`config.mk`:
```
export PLATFORM = sky130hd
export DESIGN_NAME = dat_translate
export DESIGN_NICKNAME = d
export VERILOG_FILES = /design/src/logic/dat_pkg.sv /design/src/logic/dat_translate.sv
export SDC_FILE = /design/constraint.sdc
export NUM_CORES = 1
export LEC_CHECK = 0
export BUFFER_PORTS_ARGS = -buffer_cell sky130_fd_sc_hd__buf_2
export CAP_MARGIN = 20
export CORE_MARGIN = 10
export CORE_UTILIZATION = 45
export CTS_BUF_LIST = sky130_fd_sc_hd__clkbuf_4 sky130_fd_sc_hd__clkbuf_8
export DETAILED_ROUTE_END_ITERATION = 8
export GPL_TIMING_DRIVEN = 0
export HOLD_SLACK_MARGIN = 0.1
export MAX_ROUTING_LAYER = met4
export PLACE_DENSITY_LB_ADDON = 0.08
export SLEW_MARGIN = 25
export SYNTH_ARGS = -nofsm -noshare
export SYNTH_HDL_FRONTEND = slang
export SYNTH_SLANG_ARGS = --single-unit
```
`constraint.sdc`:
```
create_clock -name i_core_clk -period 3.3 [get_ports i_core_clk]
set_clock_uncertainty 0.2 [all_clocks]
set_input_delay 0.66 -clock i_core_clk [delete_from_list [all_inputs] [get_ports i_core_clk]]
set_output_delay 0.66 -clock i_core_clk [all_outputs]
set_load 0.01 [all_outputs]
```
`src/logic/dat_pkg.sv`:
```
// Constants, types and carriers for the DRAM address translation block
`default_nettype none
package dat_pkg;
  localparam int ROWS       = 6;
  localparam int MA_W       = 14;
  localparam int GEOM_W     = 2;
  localparam int BOUND_W    = 8;
  localparam int PAGE_BYTES = 2048;
  localparam int PAGE_LSB   = $clog2(PAGE_BYTES);
  localparam int MAX_MB     = 256;
  localparam int UNIT_MB    = 4;
  localparam int UNIT_LSB   = 22;
  localparam int SPACE_LSB  = $clog2(MAX_MB) + 20;

  localparam logic [14:0] VIDEO_BLK     = 15'h0005;
  localparam int          VIDEO_LSB     = 17;
  localparam logic [11:0] GAP_MB        = 12'h00f;
  localparam logic [11:0] LOW_MB        = 12'h000;
  localparam logic [1:0]  SEG_WIN       = 2'h3;
  localparam int          SEG_LSB       = 14;
  localparam int          SEGS          = 16;

  typedef enum logic [1:0] {
    FAST_PAGE_TYPE,
    EXTENDED_DATA_OUT_TYPE,
    SYNC_DRAM_TYPE
  } dat_mem_e;

  localparam dat_mem_e TYPE_RESET = FAST_PAGE_TYPE;
  localparam logic [GEOM_W-1:0] GEOM_RESET = 2'h0;

  typedef enum {
    ST_IDLE,
    ST_ROW,
    ST_COL
  } dat_state_e;

  typedef struct packed {
    logic [31:3] addr;
    logic        from_pci;
  } dat_req_s;

  typedef struct packed {
    logic page_hit;
    logic page_miss;
    logic row_miss;
    logic to_pci;
    logic cacheable;
  } dat_stat_s;

  typedef logic [ROWS-1:0][BOUND_W-1:0] dat_bound_t;
  typedef logic [ROWS-1:0][GEOM_W-1:0]  dat_geom_t;
  typedef dat_mem_e [ROWS-1:0]           dat_type_t;
endpackage
`default_nettype wire

```
`src/logic/dat_translate.sv`:
```
// Host/PCI address translation, decode and page policy for DRAM rows
`default_nettype none
// Function
// - Row and column share a 13-bit address bus, 14 bits with 64-Mbit support
// - Page size is fixed at 2K bytes for hit detection
// - Address lines are built only from address bits 26 to 3, except sync column line 10
// - Row phase: line13 A24, line12 A23, line11 A11, lines10-0 A22-A12
// - Column phase: lines7-0 A10-A3, line12 A23, lines11-8 geometry choices
// - Synchronous column line 10 high during init, low in normal use
// - Lines 11 and 12 are bank selects; upper only with 64-Mbit support
// - Policy bit set: page stays open until a page or row miss
// - Policy bit clear: page open only while host busy or PCI owns bus
// - After reset every row runs as fast page type
// - Extended data out rows allow early column strobe release
// - Above top, video buffer or gaps go to PCI, not cacheable
// - Hidden memory is not remapped; video memory reachable for SMM only
// - Segments from 768 KB to 1 MB have individually selectable cacheability
// - Decoded main memory space is at most 256 MB
// - Fast page/EXTENDED_DATA_OUT_TYPE rows: 10-12 row bits, 9-12 column bits
// - Synchronous rows: 12-14 row bits, 8-10 column bits
// - x4 synchronous devices work functionally
// - 64-Mbit enable turns two row pins into line 13 and upper bank select
// - Each row runs with the type configured for that row
module dat_translate (
  input  wire logic              i_core_clk,
  input  wire logic              i_rst_b,
  input  wire dat_pkg::dat_req_s i_req,
  input  wire logic              i_req_valid,
  output logic                   o_req_ready,
  input  wire logic              i_keep_open,
  input  wire logic              i_host_busy,
  input  wire logic              i_pci_owner,
  input  wire logic              i_sdram_64m_en,
  input  wire logic              i_sdram_init,
  input  wire logic              i_smm_access,
  input  wire logic              i_smram_en,
  input  wire logic              i_gap_en,
  input  wire logic [15:0]       i_seg_cache,
  input  wire dat_pkg::dat_bound_t i_row_bound,
  input  wire logic              i_cfg_load,
  input  wire dat_pkg::dat_type_t i_row_type,
  input  wire dat_pkg::dat_geom_t i_row_geom,
  output logic [13:0]            o_mux_address_lines,
  output logic                   o_bank_select_low,
  output logic                   o_bank_select_high,
  output logic                   o_row_phase,
  output logic                   o_col_phase,
  output logic [5:0]             o_row_sel,
  output logic                   o_row_pin4,
  output logic                   o_row_pin5,
  output dat_pkg::dat_mem_e      o_row_type,
  output logic                   o_early_cas_release,
  output dat_pkg::dat_stat_s     o_status,
  output logic                   o_fwd_pci
);
  import dat_pkg::*;

  dat_state_e        state_q;
  dat_req_s          req_q;
  dat_stat_s         stat_q;
  logic [MA_W-1:0]   ma_q;
  logic [ROWS-1:0]   sel_q;
  logic              fwd_q;
  logic [2:0]        row_q;
  dat_mem_e          cur_type_q;
  logic              open_q;
  logic [2:0]        open_row_q;
  logic [27:PAGE_LSB] open_page_q;
  dat_type_t         type_q;
  dat_geom_t         geom_q;

  // Incoming address decode
  wire [31:3] a        = i_req.addr;
  wire        accept   = i_req_valid && (state_q == ST_IDLE);
  wire        beyond   = |a[31:SPACE_LSB];
  wire [BOUND_W-1:0] unit_idx = {2'h0, a[SPACE_LSB-1:UNIT_LSB]};
  wire        above_top = unit_idx >= i_row_bound[ROWS-1];
  wire        video    = a[31:VIDEO_LSB] == VIDEO_BLK;
  wire        video_smm = video && i_smm_access && i_smram_en;
  wire        gap      = i_gap_en && (a[31:20] == GAP_MB);
  wire        to_pci   = beyond || above_top || (video && !video_smm) || gap;
  wire        low_seg  = (a[31:20] == LOW_MB) && (a[19:18] == SEG_WIN);
  wire [3:0]  seg_idx  = a[SEG_LSB+3:SEG_LSB];
  wire        seg_ok   = !low_seg || i_seg_cache[seg_idx];
  wire        cacheable = !to_pci && !video && seg_ok;

  // Row decode from cumulative boundaries in 4 MB units
  logic [ROWS-1:0] below;
  logic [ROWS-1:0] row_hit;
  genvar g;
  generate
    for (g = 0; g < ROWS; g++) begin : g_row
      assign below[g] = unit_idx < i_row_bound[g];
      if (g == 0) begin : g_first
        assign row_hit[g] = below[g];
      end else begin : g_next
        assign row_hit[g] = below[g] && !below[g-1];
      end
    end
  endgenerate

  function automatic logic [2:0] enc(input logic [ROWS-1:0] oh);
    logic [2:0] r;
    r = 3'h0;
    for (int i = 0; i < ROWS; i++) begin
      if (oh[i]) begin
        r = 3'(i);
      end
    end
    return r;
  endfunction

  wire [2:0]  row_idx   = enc(row_hit);
  wire [27:PAGE_LSB] page = a[27:PAGE_LSB];

  // Page classification against the single open page
  wire same_row  = open_q && (open_row_q == row_idx);
  wire page_hit  = same_row && (open_page_q == page);
  wire page_miss = same_row && (open_page_q != page);
  wire row_miss  = !same_row;
  wire go_dram   = accept && !to_pci;

  // Row phase mapping
  function automatic logic [MA_W-1:0] row_ma(input logic [31:3] x, input logic en64);
    logic [MA_W-1:0] m;
    m        = '0;
    m[13]    = en64 ? x[24] : 1'b0;
    m[12]    = x[23];
    m[11]    = x[11];
    m[10:0]  = x[22:12];
    return m;
  endfunction

  // Column phase mapping; geometry 0 is the narrowest column width
  function automatic logic [MA_W-1:0] col_ma(input logic [31:3] x, input logic [GEOM_W-1:0] gm,
                                             input logic sd, input logic init);
    logic [MA_W-1:0] m;
    m       = '0;
    m[7:0]  = x[10:3];
    m[12]   = x[23];
    m[11]   = (gm == 2'h0) ? x[26] : x[11];
    m[10]   = sd ? init : ((gm == 2'h0) ? x[11] : x[25]);
    unique case (gm)
      2'h0: m[9] = x[11];
      2'h1: m[9] = x[24];
      default: m[9] = x[26];
    endcase
    unique case (gm)
      2'h0: m[8] = x[11];
      2'h1: m[8] = x[22];
      2'h2: m[8] = x[23];
      2'h3: m[8] = x[25];
    endcase
    return m;
  endfunction

  // Geometry and type of the row being started or in progress
  wire [2:0]          use_row  = accept ? row_idx : row_q;
  wire [31:3]         use_addr = accept ? a : req_q.addr;
  wire dat_mem_e      use_type = type_q[use_row];
  wire [GEOM_W-1:0]   use_geom = geom_q[use_row];
  wire                use_sd   = use_type == SYNC_DRAM_TYPE;
  wire [MA_W-1:0]     ma_row   = row_ma(use_addr, i_sdram_64m_en);
  wire [MA_W-1:0]     ma_col   = col_ma(use_addr, use_geom, use_sd, i_sdram_init);
  wire                idle_close = !i_keep_open && !i_host_busy && !i_pci_owner;
  wire                hold_idle  = (state_q == ST_IDLE) && !accept;

  // Per-row configuration; every row starts as fast page type
  always_ff @(posedge i_core_clk or negedge i_rst_b) begin
    if (!i_rst_b) begin
      type_q <= '{default: TYPE_RESET};
      geom_q <= {ROWS{GEOM_RESET}};
    end else if (i_cfg_load) begin
      type_q <= i_row_type;
      geom_q <= i_row_geom;
    end
  end

  // Access sequencer
  always_ff @(posedge i_core_clk or negedge i_rst_b) begin
    if (!i_rst_b) begin
      state_q    <= ST_IDLE;
      req_q      <= '0;
      stat_q     <= '0;
      ma_q       <= '0;
      sel_q      <= '0;
      row_q      <= 3'h0;
      fwd_q      <= 1'b0;
      cur_type_q <= TYPE_RESET;
    end else begin
      fwd_q <= accept && to_pci;
      unique case (state_q)
        ST_IDLE: begin
          if (accept) begin
            req_q  <= i_req;
            row_q  <= row_idx;
            stat_q <= '{page_hit: page_hit && !to_pci, page_miss: page_miss && !to_pci,
                        row_miss: row_miss && !to_pci, to_pci: to_pci, cacheable: cacheable};
          end
          if (go_dram) begin
            sel_q      <= row_hit;
            cur_type_q <= use_type;
            ma_q       <= page_hit ? ma_col : ma_row;
            state_q    <= page_hit ? ST_COL : ST_ROW;
          end else begin
            sel_q <= '0;
          end
        end
        ST_ROW: begin
          ma_q    <= ma_col;
          state_q <= ST_COL;
        end
        ST_COL: begin
          state_q <= ST_IDLE;
        end
      endcase
    end
  end

  // Open page tracking
  always_ff @(posedge i_core_clk or negedge i_rst_b) begin
    if (!i_rst_b) begin
      open_q      <= 1'b0;
      open_row_q  <= 3'h0;
      open_page_q <= '0;
    end else if (go_dram) begin
      open_q      <= 1'b1;
      open_row_q  <= row_idx;
      open_page_q <= page;
    end else if (hold_idle && idle_close) begin
      open_q      <= 1'b0;
    end
  end

  wire sd_cur = cur_type_q == SYNC_DRAM_TYPE;

  assign o_req_ready         = state_q == ST_IDLE;
  assign o_mux_address_lines = ma_q;
  assign o_bank_select_low   = sd_cur && ma_q[11];
  assign o_bank_select_high  = sd_cur && i_sdram_64m_en && ma_q[12];
  assign o_row_phase         = state_q == ST_ROW;
  assign o_col_phase         = state_q == ST_COL;
  assign o_row_sel           = sel_q;
  assign o_row_pin4          = i_sdram_64m_en ? o_bank_select_high : sel_q[4];
  assign o_row_pin5          = i_sdram_64m_en ? ma_q[13] : sel_q[5];
  assign o_row_type          = cur_type_q;
  assign o_early_cas_release = cur_type_q == EXTENDED_DATA_OUT_TYPE;
  assign o_status            = stat_q;
  assign o_fwd_pci           = fwd_q;
endmodule
`default_nettype wire

```
==> summary.txt <==
Worst setup path
  • CP peak stage delay: about 0.43 ns
  • Worst setup EP type: flip-flop
  • R2R setup slack: approximately 0.08 ns
  • Worst EP arrival: between 3 and 4 ns
  • R2r startpoint: state_q[1]
  • Crit-path slowest cell: or3b_4
  • Critical path data required time: between 3 and 4 ns
  • Worst Reg-to-Reg Cells: 13
  • Crit-path max FO: 5
  • CP cell instances: buf_6 -> inv_4 -> ha_4 -> buf_4 -> o21a_1 -> o211ai_4 -> or3b_4 -> o211a_1 -> or2_4 -> inv_8 -> mux2_4 -> o32ai_2 -> mux2i_1 -> o211a_1 -> o21a_1
  • CP startpoint kind: input port
  • Worst r2r dst: o_mux_address_lines[11]
  • Critical Path Source: i_row_bound[45]
  • Crit Path Category: in -> reg
  • CP endpoint: o_mux_address_lines[10]

Timing
  • Fmax: between 0.2 and 0.3 GHz
  • Unrepaired setup endpoints after global routing: true
  • Fin Hold WS: between 0.2 and 0.3 ns
  • Final Hold Viols: 0
  • Fin crit share: 102%
  • Slew headroom: approximately two fifths
  • Worst-margin pin slew: 0.896 ns
  • Slew Viols, Final: 0
  • Final setup fails: 3
  • Worst setup margin: -0.0644 ns
  • Final min period: between 3 and 4 ns

Final layout
  • Final core occ: between 60% and 70%
  • Inserted Diodes: 0
  • Final net count: a little under 1000
  • Layout cells sized above 1: between 30% and 40%
  • Fillers: ~1100
  • Synthesis-to-finish area growth: 33.3%

Detailed routing
  • Routed len/inst: approximately 18 µm
  • Routed vias/inst: 5.21
  • Routed Wire Length: ~17000 µm
  • Vias: 5105
  • ANT nets after route: 0
  • DR iter-0 viols: between 200 and 250
  • DRC viols: 0
  • Pre-antenna DRT Iters: 5

GRT
  • Initial antenna violation count: 0
  • Gr ovfl total: 0
  • First-pass GRT wire length: approximately 27000 µm
  • Vias in the first global route: between 5000 and 6000
  • GRT Total Usage: a little under a fifth
  • Largest net degree at the start of global routing: 62

Synthesis
  • Post-synthesis simple-gate area fraction: between 10% and 20%
  • Share of the synthesized area in the top cell type: approximately 44%
  • Most frequent cell after synthesis: nand2_1
  • Synthesized flop and latch total: about 100
  • Post-synth top cells: nand2_1, dfrtp_1, inv_1
  • Synth Flop Type: dfrtp_1
  • Mux contribution to synthesized area: between 10% and 20%
  • Cell variety after synth: 75
  • Syn Nets: between 700 and 800
  • Adder-Cell Fraction of Synth Area: between 7 and 8%
  • Mean Syn Cell Area: about 10 µm²
  • Synth async-reset ratio: 100%
  • Post-Syn Instances: approximately 600
  • Post-Syn Area: approximately 5900 µm²
  • Post-synthesis sequential area ratio: approximately 44%
  • Compound-Gate Fraction of Synth Area: 14.3%
  • Synth top area cells: dfrtp_1, nand2_1, ha_1
  • Post-Synth XOR/XNOR Area: between 2 and 3%
  • Yosys top cell by area: dfrtp_1
  • EDFF count, synth: 0
  • Largest family of logic cells by synthesized area: simple AND/OR/NAND/NOR gates
  • Ys Warns: 0

Place
  • Place WS: -0.821 ns
  • DPL Wire Length: 13500 µm
  • Final GP Congestion: roughly 0.84
  • I/O Buffers: 159

Status
  • Status: complete, but fails checks
  • Failing checks: setup timing

Clocking
  • Root Driver: clkbuf_8
  • CTS tree: built
  • CTS sink cnt: 102
  • CTS H-tree depth: 3
  • Skew-Pair Late Insertion Delay: between 0.3 and 0.4 ns
  • CTS buffer count: 9
  • Maximum root-to-sink buffer count: 2
  • Clock Pin Slew Worst Setup and Hold Paths: about 0.10 ns

Die
  • I/O pin cnt: between 150 and 200
  • Total die area: around 18000 µm²
  • Site row count: 41
  • Core area: approximately 13000 µm²
  • Die H: 134 µm
  • Die X: about 130 µm
  • Starting density of the core: between 40% and 50%

Power
  • Final Total Pwr: between 5 and 6 mW
  • Leakage: 3.87 nW
  • PwrDens: 668 nW/µm²
  • VDD IR max: a little under 0.4 mV

Run
  • Max cap viols: 0

Min path
  • Worst hold-check path type: reg -> reg
## area by class of cell
type | count | area, µm² | area share [%]
timing repair inverter | 1 | 6.26 | 0.0800
clock inverter | 5 | 40.0 | 0.512
timing repair buffer | 186 | 1130 | 14.5
multi-input combinational | 432 | 3400 | 43.5
clock buffer | 11 | 151 | 1.94
tap | 172 | 215 | 2.75
inverter | 47 | 209 | 2.67
sequential | 102 | 2550 | 32.7
buffer | 23 | 106 | 1.36
## routing by layer
layer  vias to the layer above  track usage (%)  wire (µm)
li1                       2477                -          -
met3                        18             3.73        877
met1                      2460             23.8       7680
met4                         0             4.17        194
met2                       150             31.6       8650
met5                         -                -          0
## state kept, by name, summed over array words and instances, names as in the netlist
register,count
geom_q,12
o_fwd_pci,1
o_mux_address_lines,14
o_row_sel,6
o_row_type,2
o_status,5
open_page_q,17
open_q,1
open_row_q,3
req_q,24
row_q,3
state_q,2
type_q,12
## worst max-delay path, delay by kind of cell
family,cells,cell delay (ns)
multiplexers,2,0.46
AND/OR/NAND/NOR,2,0.72
AO/OA/AOI/OAI,6,1.04
buffers and inverters,4,0.35
adder cells (fa/ha/maj),1,0.20
## worst min-delay path by stage
stage	from	to	slack [ns]	cells after the start
after floorplan	i_rst_b	geom_q[0]	0.16	0
after global placement	req_q[4]	req_q[4]	0.25	2
after global routing	i_req[2]	req_q[2]	0.29	3
final	req_q[5]	req_q[5]	0.28	2
after detailed placement	req_q[4]	req_q[4]	0.26	2
after CTS	i_req[6]	req_q[6]	0.28	3
## through the flow
step / setup TNS, ns / std cells / area (µm²)
floorplan: -0.335 / 604 / 6070
global placement: -17.78 / 935 / 7080
detailed placement: -20.04 / 936 / 7120
CTS: -0.399 / 964 / 7550
global route: -0.682 / 979 / 7820
finish: -0.157 / 979 / 7820
## cells in the final DEF, fill, tap and decap left out, drive strengths merged, types with 3 or more instances in the layout
cell | Yosys | routed
dfrtp | 102 | 102
o211a | 4 | 4
a31oi | 3 | 3
nor4 | 6 | 6
a21o | 3 | 3
clkbuf | 17 | 29
xnor2 | 5 | 5
nand4 | 4 | 4
mux2i | 17 | 17
and3 | 3 | 3
o211ai | 5 | 5
inv | 46 | 49
nand3 | 9 | 9
mux4 | 4 | 4
and2 | 6 | 6
o21a | 6 | 6
or2 | 3 | 3
mux2 | 32 | 32
clkinvlp | 0 | 3
nand2b | 5 | 5
a211oi | 12 | 12
nor3 | 6 | 6
nor2 | 35 | 35
nand2 | 132 | 132
buf | 6 | 190
o21ai | 23 | 23
ha | 34 | 34
a22o | 4 | 4
a21oi | 22 | 22
xor2 | 15 | 15
## where the power goes
part	switching [mW]	total (mW)	internal [mW]	leakage, nW
registers	0.204	1.87	1.66	1.26
clock network	0.447	0.768	0.321	0.0886
logic	1.44	2.58	1.14	2.52
## cell families after synthesis
| family | Yosys count |
|---|---|
| multiplexers | 53 |
| AO/OA/AOI/OAI | 107 |
| buffers and inverters | 70 |
| flip-flops | 102 |
| XOR/XNOR | 20 |
| AND/OR/NAND/NOR | 218 |
| adder cells (fa/ha/maj) | 34 |
## repair_timing
action | 4_1_cts | 5_1_grt
resized for setup | 31 | 32
hold buffers | 1 | 0
setup endpoints to repair | 25 | 31
cloned | 1 | 1
pin swaps | 18 | 27
buffers inserted | 10 | 14
hold endpoints to repair | 41 | 0
No activity file was read; power rests on OpenSTA's default activity.
